[src/logic/cam_host_pkg.sv]
// Constants for the two-wire host register port.
package cam_host_pkg;
    localparam logic [6:0] ADDR7_SEL_LOW = 7'h3C;   // 0x78 written as a byte address.
    localparam logic [6:0] ADDR7_SEL_HIGH = 7'h3D;  // 0x7A written as a byte address.
    localparam int REG_ADDR_W = 16;
    localparam int REG_DATA_W = 16;
    localparam int WORD_INDEX_W = 15;               // 32K registers of 16 bits.
    localparam logic [3:0] BIT_COUNT_LAST = 4'h7;
    localparam logic [3:0] BIT_COUNT_FULL = 4'h8;   // Rising clock edges in one received byte.
    localparam logic [1:0] BYTE_ADDR_HI = 2'h0;
    localparam logic [1:0] BYTE_ADDR_LO = 2'h1;
    localparam logic [1:0] BYTE_DATA_HI = 2'h2;
    localparam logic [1:0] BYTE_DATA_LO = 2'h3;
    typedef enum logic [2:0] {
        ST_IDLE,
        ST_DEV_ADDR,
        ST_ACK,
        ST_RX,
        ST_TX,
        ST_TX_ACK,
        ST_IGNORE
    } port_state_t;
endpackage

[src/logic/camera_host_register_port.sv]
// Two-wire slave port giving a host access to a 16-bit register space.
`timescale 1ns/100ps

// Function
// The port answers at byte address 0x78 when addr_sel_i is low and 0x7A when high.
// Register addresses are 16-bit byte addresses with even alignment giving 32K 16-bit words.
// Both host port and microcontroller can reach every register or RAM location on the shared bus.
// When both request the internal bus in one cycle, the host port is granted.
// Indirect window registers are ordinary locations reached through the same shared bus.
// The host makes the serial clock; this port only samples it and never starts a transfer.
// The port only pulls the data line low and releases it otherwise, as the phase dictates.
// This port has no standby gating and keeps working while power is applied.
// Patch memory retention is outside this port; standby does not touch it here.
// Host writes go out like any other write; firmware may later overwrite them.
// A transaction is a 16-bit address then 16-bit data, high byte first, each byte acknowledged.
module camera_host_register_port
    import cam_host_pkg::*;
(
    input wire logic clk_i,
    input wire logic reset_i,
    input wire logic addr_sel_i,
    input wire logic scl_i,
    input wire logic sda_i,
    output logic sda_o,
    output logic sda_oe_o,
    input wire logic mcu_req_i,
    input wire logic mcu_we_i,
    input wire logic [WORD_INDEX_W-1:0] mcu_addr_i,
    input wire logic [REG_DATA_W-1:0] mcu_wdata_i,
    output logic mcu_gnt_o,
    output logic mem_req_o,
    output logic mem_we_o,
    output logic [WORD_INDEX_W-1:0] mem_addr_o,
    output logic [REG_DATA_W-1:0] mem_wdata_o,
    input wire logic [REG_DATA_W-1:0] mem_rdata_i,
    output logic [REG_DATA_W-1:0] rdata_o,
    output logic host_busy_o
);

    // ----------------------------------------
    // Bus line sampling and condition detection
    // ----------------------------------------
    logic scl_ff, sda_ff, nxt_scl, nxt_sda;
    logic scl_rise, scl_fall, start_cond, stop_cond;

    // Previous line levels are kept to find edges and start/stop.
    always_comb begin
        nxt_scl = scl_i;
        nxt_sda = sda_i;
    end

    always_ff @(posedge clk_i) begin
        if (reset_i) begin
            scl_ff <= 1'b1;
            sda_ff <= 1'b1;
        end else begin
            scl_ff <= nxt_scl;
            sda_ff <= nxt_sda;
        end
    end

    // The host owns the clock; every step follows its edges.
    assign scl_rise = scl_i && !scl_ff;
    assign scl_fall = !scl_i && scl_ff;
    assign start_cond = scl_i && scl_ff && sda_ff && !sda_i;
    assign stop_cond = scl_i && scl_ff && !sda_ff && sda_i;

    // ----------------------------------------
    // Protocol state
    // ----------------------------------------
    port_state_t state_ff, nxt_state;
    logic [3:0] bit_cnt_ff, nxt_bit_cnt;
    logic [7:0] shift_ff, nxt_shift;
    logic [1:0] byte_idx_ff, nxt_byte_idx;
    logic rd_ff, nxt_rd;
    logic [REG_ADDR_W-1:0] addr_ff, nxt_addr;
    logic [REG_DATA_W-1:0] wdata_ff, nxt_wdata;
    logic [REG_DATA_W-1:0] rdata_ff, nxt_rdata;
    logic hi_sent_ff, nxt_hi_sent;
    logic drive_low_ff, nxt_drive_low;
    logic wr_pend_ff, nxt_wr_pend;
    logic rd_pend_ff, nxt_rd_pend;
    logic host_req, host_gnt;
    logic [6:0] my_addr;

    assign my_addr = addr_sel_i ? ADDR7_SEL_HIGH : ADDR7_SEL_LOW;
    assign host_req = wr_pend_ff || rd_pend_ff;
    assign host_gnt = host_req; // Host never waits for the microcontroller.

    // Next state of the serial engine.
    always_comb begin
        nxt_state = state_ff;
        nxt_bit_cnt = bit_cnt_ff;
        nxt_shift = shift_ff;
        nxt_byte_idx = byte_idx_ff;
        nxt_rd = rd_ff;
        nxt_addr = addr_ff;
        nxt_wdata = wdata_ff;
        nxt_rdata = rdata_ff;
        nxt_hi_sent = hi_sent_ff;
        nxt_drive_low = drive_low_ff;
        nxt_wr_pend = wr_pend_ff && !host_gnt;
        nxt_rd_pend = rd_pend_ff && !host_gnt;
        if (rd_pend_ff) begin
            nxt_rdata = mem_rdata_i;
        end
        if (wr_pend_ff) begin
            nxt_addr = addr_ff + 16'h0002; // The write has used the pointer; bursts move on now.
        end
        if (start_cond) begin
            nxt_state = ST_DEV_ADDR;
            nxt_bit_cnt = 4'h0;
            nxt_drive_low = 1'b0;
        end else if (stop_cond) begin
            nxt_state = ST_IDLE;
            nxt_drive_low = 1'b0;
        end else begin
            case (state_ff)
                ST_IDLE: begin
                    nxt_drive_low = 1'b0;
                end
                ST_DEV_ADDR, ST_RX: begin
                    if (scl_rise) begin
                        nxt_shift = {shift_ff[6:0], sda_i};
                        nxt_bit_cnt = bit_cnt_ff + 4'h1; // Counted on the sampling edge, so a start's fall is not a bit.
                    end
                    if (scl_fall) begin
                        if (bit_cnt_ff == BIT_COUNT_FULL) begin
                            nxt_bit_cnt = 4'h0;
                            if (state_ff == ST_DEV_ADDR) begin
                                if (shift_ff[7:1] == my_addr) begin
                                    nxt_rd = shift_ff[0];
                                    nxt_state = ST_ACK;
                                    nxt_drive_low = 1'b1;
                                    if (shift_ff[0]) begin
                                        nxt_hi_sent = 1'b0;
                                        nxt_rd_pend = 1'b1;
                                    end else begin
                                        nxt_byte_idx = BYTE_ADDR_HI;
                                    end
                                end else begin
                                    nxt_state = ST_IGNORE;
                                end
                            end else begin
                                // Collect address then data, high byte first.
                                case (byte_idx_ff)
                                    BYTE_ADDR_HI: nxt_addr[15:8] = shift_ff;
                                    BYTE_ADDR_LO: nxt_addr[7:0] = shift_ff;
                                    BYTE_DATA_HI: nxt_wdata[15:8] = shift_ff;
                                    default: begin
                                        nxt_wdata[7:0] = shift_ff;
                                        nxt_wr_pend = 1'b1;
                                    end
                                endcase
                                nxt_byte_idx = (byte_idx_ff == BYTE_DATA_LO) ? BYTE_DATA_HI : byte_idx_ff + 2'h1;
                                nxt_state = ST_ACK;
                                nxt_drive_low = 1'b1; // Each byte acknowledged.
                            end
                        end
                    end
                end
                ST_ACK: begin
                    if (scl_fall) begin
                        nxt_bit_cnt = 4'h0;
                        if (rd_ff) begin
                            nxt_state = ST_TX;
                            nxt_shift = hi_sent_ff ? rdata_ff[7:0] : rdata_ff[15:8];
                            nxt_drive_low = hi_sent_ff ? !rdata_ff[7] : !rdata_ff[15];
                        end else begin
                            nxt_state = ST_RX;
                            nxt_drive_low = 1'b0;
                        end
                    end
                end
                ST_TX: begin
                    if (scl_fall) begin
                        if (bit_cnt_ff == BIT_COUNT_LAST) begin
                            nxt_state = ST_TX_ACK;
                            nxt_drive_low = 1'b0; // Release for the host acknowledge.
                        end else begin
                            nxt_bit_cnt = bit_cnt_ff + 4'h1;
                            nxt_shift = {shift_ff[6:0], 1'b0};
                            nxt_drive_low = !shift_ff[6]; // Ones are sent by releasing.
                        end
                    end
                end
                ST_TX_ACK: begin
                    if (scl_rise) begin
                        if (sda_i) begin
                            nxt_state = ST_IGNORE; // Host ended the read.
                        end else if (hi_sent_ff) begin
                            nxt_hi_sent = 1'b0;
                            nxt_addr = addr_ff + 16'h0002;
                            nxt_rd_pend = 1'b1;
                        end else begin
                            nxt_hi_sent = 1'b1;
                        end
                    end
                    if (scl_fall && state_ff == ST_TX_ACK) begin
                        nxt_bit_cnt = 4'h0;
                        nxt_state = ST_TX;
                        nxt_shift = hi_sent_ff ? rdata_ff[7:0] : rdata_ff[15:8];
                        nxt_drive_low = hi_sent_ff ? !rdata_ff[7] : !rdata_ff[15];
                    end
                end
                ST_IGNORE: begin
                    nxt_drive_low = 1'b0;
                end
                default: begin
                    nxt_state = ST_IDLE;
                    nxt_drive_low = 1'b0;
                end
            endcase
        end
    end

    always_ff @(posedge clk_i) begin
        if (reset_i) begin
            state_ff <= ST_IDLE;
            bit_cnt_ff <= 4'h0;
            shift_ff <= 8'h00;
            byte_idx_ff <= 2'h0;
            rd_ff <= 1'b0;
            addr_ff <= 16'h0000;
            wdata_ff <= 16'h0000;
            rdata_ff <= 16'h0000;
            hi_sent_ff <= 1'b0;
            drive_low_ff <= 1'b0;
            wr_pend_ff <= 1'b0;
            rd_pend_ff <= 1'b0;
        end else begin
            state_ff <= nxt_state;
            bit_cnt_ff <= nxt_bit_cnt;
            shift_ff <= nxt_shift;
            byte_idx_ff <= nxt_byte_idx;
            rd_ff <= nxt_rd;
            addr_ff <= nxt_addr;
            wdata_ff <= nxt_wdata;
            rdata_ff <= nxt_rdata;
            hi_sent_ff <= nxt_hi_sent;
            drive_low_ff <= nxt_drive_low;
            wr_pend_ff <= nxt_wr_pend;
            rd_pend_ff <= nxt_rd_pend;
        end
    end

    // ----------------------------------------
    // Pins and shared internal bus
    // ----------------------------------------
    // Open-drain: output level is always low, only the enable moves.
    assign sda_o = 1'b0;
    assign sda_oe_o = drive_low_ff;

    // Host wins the shared bus; the window registers sit behind it too.
    always_comb begin
        mcu_gnt_o = mcu_req_i && !host_req;
        mem_req_o = host_req || mcu_req_i;
        mem_we_o = host_req ? wr_pend_ff : mcu_we_i;
        mem_addr_o = host_req ? addr_ff[WORD_INDEX_W:1] : mcu_addr_i;
        mem_wdata_o = host_req ? wdata_ff : mcu_wdata_i;
    end

    assign rdata_o = rdata_ff;
    assign host_busy_o = (state_ff != ST_IDLE) && (state_ff != ST_IGNORE); // No standby gating.
endmodule

[config.mk]
export PLATFORM = sky130hd
export DESIGN_NAME = camera_host_register_port
export DESIGN_NICKNAME = d
export VERILOG_FILES = /design/src/logic/cam_host_pkg.sv /design/src/logic/camera_host_register_port.sv
export SDC_FILE = /design/constraint.sdc
export NUM_CORES = 1
export LEC_CHECK = 0
export BUFFER_PORTS_ARGS = -buffer_cell sky130_fd_sc_hd__clkbuf_2
export CAP_MARGIN = 15
export CORE_ASPECT_RATIO = 1.25
export CORE_MARGIN = 2
export CORE_UTILIZATION = 55
export DETAILED_ROUTE_END_ITERATION = 6
export GPL_ROUTABILITY_DRIVEN = 0
export PLACE_DENSITY = 0.82
export RECOVER_POWER = 100
export SYNTH_ARGS = -nofsm -noshare
export SYNTH_HDL_FRONTEND = slang
export SYNTH_SLANG_ARGS = --single-unit
export TNS_END_PERCENT = 30
[constraint.sdc]
create_clock -name clk_i -period 6 [get_ports clk_i]
set_clock_uncertainty 0.2 [all_clocks]
set_input_delay 0.6 -clock clk_i [delete_from_list [all_inputs] [get_ports clk_i]]
set_output_delay 0.6 -clock clk_i [all_outputs]
set_load 0.01 [all_outputs]
==> metrics.txt <==
Core Util, Final 0.6389; multi-input combinational cell area 0.002734 sq mm; Synth Area per Inst 8.416 sq um; Final ANT Viol Nets 0; area of the core 0.007792 sq mm; Primary FF master, synth dfxtp_1; 1st-iter DRT viols 306; #FFs+latches synth 71; Syn Inst Count 523; Switching Share 0.2659; Net Count, Synth 580; final wirelength 11.75 mm; # rows 36; maxcap violations 3; Initial Util 0.5649; CP Data Arrival Time 3810 ps; IO Port Bufs 105; die area 0.008739 sq mm; WP data required 5990 ps; Area after DPL 0.004895 sq mm; initial antenna violation count 0; TritonCTS Buffers 9; Worst-Skew Late Latency 350 ps; Register Area 0.001421 sq mm; synth cell count leaders 71 x dfxtp_1, 62 x nor2_1, 40 x mux2i_1, 31 x mux2_2, 27 x a21oi_1; largest net degree at the start of global routing 55; CP startpoint kind input pin; number of flops mapped to enable cells by yosys 0; final hold violation count 0; area grow syn2layout 13.10%; Syn. warnings 0; layout cell share with drive strength beyond 1 0.1760; Die Ht 104.0 um; Pleak 1.828 nW; slowest cell delay on critical path 1590 ps; Tcrit/Tclk final 0.6366; CP top delay family buffers and inverters; dpl hpwl 8.470 mm; Combinational Power Share 0.103; register area share after synthesis 0.3229; Root Buffer clkbuf_8; most used cell, CP clkbuf_1; CTS max path bufs 2; crit-path cells clkbuf_2 -> clkbuf_1 -> inv_1 -> o21ai_0 -> clkbuf_1 -> o22ai_1; Sequential Power Share 0.502; min Tclk post-route 3819 ps; top-count cell post-synth dfxtp_1; antenna fix cells 0; First-pass DRT Iterations 5; fillcell total 712; total grt overflow 0; first-pass GRT wire length 19.22 mm; GR Util All Layers 0.2661; CTS tree built; H-tree Lvls 3; status complete, but fails checks; WL/cell 16.71 um; DRC 0; postcts setup bufs 0; CP Buf/Inv Count 4; Clock Power Share 0.395; die outline width 84.02 um; post-cts resize count 0; VDD IR max 0.1909 mV; element type at the critical path end register; unrepaired setup endpoints after global routing false; Post-Syn Area 0.004402 sq mm; fmax 261.8 MHz; clock slew at reported path FFs 80 ps; via/cell ratio 6.174; post-route cell area 0.004979 sq mm; Slowest-stage cell, CP clkbuf_1; internal power 0.0007033 W; setup TNS 0 ps; main area contributors after synthesis dfxtp_1 32%, mux2i_1 9.1%, mux2_2 7.9%; Post-CTS Hold Fix Bufs 0; Worst-Margin Slew 2238 ps; Netlist cell types 62; DR vias 4340; clock sinks 71; fraction of registers with async set/reset 0; Slew HR -0.4920; violations in the final reports max-capacitance violations, max-slew violations; Ports 107; Power Dens Cells 192.4 mW/mm^2; Setup Crit Path Kind in2reg; Hold Path Class in2reg; cell taking the most area after synthesis dfxtp_1; top-area cell type share of the netlist area 0.3229; critical-path maximum fanout 54; Finish-stage setup viols 0; Switch Pwr 0.0002547 W; Final nets 661; Final Slew Violations 100; vias in the first global route 4158
-- placed cells by master, fill, tap and decap left out, drive strengths merged, types with 9 or more instances in the layout --
cell type	netlist	layout
nand4	9	9
nor3	14	14
xnor2	16	16
nor2	62	62
clkbuf	17	117
o22ai	11	11
o21ai	24	24
inv	12	12
nand2	25	25
a22oi	9	9
mux2i	40	40
dfxtp	71	71
mux2	31	31
a21oi	27	27
nand3	17	17
xor2	11	11
-- power by group through the flow --
| stage | sequential [W] | clock, W | combinational (W) |
|---|---|---|---|
| 6_report | 0.000481 | 0.000379 | 0.0000988 |
| 5_1_grt | 0.000481 | 0.000402 | 0.000108 |
| 4_1_cts | 0.000480 | 0.000378 | 0.000102 |
| 3_5_place_dp | 0.000491 | 0 | 0.000102 |
| 3_3_place_gp | 0.000491 | 0 | 0.0000990 |
| 2_1_floorplan | 0.000487 | 0 | 0.0000648 |
-- flip-flops by register name (all words and copies together) (netlist names) --
register,cells
addr_ff,15
bit_cnt_ff,4
byte_idx_ff,2
hi_sent_ff,1
rd_ff,1
rd_pend_ff,1
rdata_o,16
scl_ff,1
sda_ff,1
sda_oe_o,1
shift_ff,8
state_ff,3
wdata_ff,16
wr_pend_ff,1
-- final timing paths --
check        slack, ps  cells past startpoint            to             from
min                280                      3   rdata_o[12]  mem_rdata_i[12]
min reg2reg        300                      2  wdata_ff[12]     wdata_ff[12]
max reg2reg       2400                      5  wdata_ff[14]      state_ff[0]
max               2180                      6    addr_ff[7]          reset_i
-- per-layer routing --
| layer | global-route usage | up-vias | part of all wire |
|---|---|---|---|
| met5 | 0 | - | 0 |
| met4 | 0.1486 | 0 | 0.044 |
| met3 | 0.04444 | 49 | 0.068 |
| met2 | 0.4417 | 205 | 0.48 |
| met1 | 0.3247 | 2011 | 0.41 |
| li1 | - | 2075 | - |
-- kinds of logic after synthesis --
group                    share of synthesized area
multiplexers                                0.1703
flip-flops                                  0.3229
adder cells (fa/ha/maj)                   0.008528
AND/OR/NAND/NOR                             0.2157
XOR/XNOR                                   0.05372
AO/OA/AOI/OAI                               0.1777
other                                    0.0008519
buffers and inverters                      0.05031
-- worst register-to-register path: cells and delay by family (launching register included) --
kind             cells  cell delay, ps
DFF                  1             750
muxes                1             310
and+or+nand+nor      4            2130
-- through the flow --
stage / total power, W / std cells / worst slack, ps / hold slack (ps)
2_1_floorplan: 0.0005522 / 523 / 3690 / 256.1
3_5_place_dp: 0.0005931 / 688 / 3193 / 282.0
6_report: 0.0009581 / 703 / 2181 / 279.6
5_1_grt: 0.0009905 / 703 / 1939 / 285.1
3_3_place_gp: 0.0005904 / 688 / 3321 / 273.8
4_1_cts: 0.0009608 / 703 / 2998 / 278.0
-- cell type report --
| type | count | area share |
|---|---|---|
| multi-input cells | 402 | 0.5491 |
| repair buffers | 108 | 0.09500 |
| inverters | 12 | 0.009048 |
| flip-flops and latches | 71 | 0.2855 |
| well taps | 95 | 0.02388 |
| clock buffers | 9 | 0.02488 |
| clock inverters | 6 | 0.01257 |
Note: power is estimated with default switching activity, not from simulation.
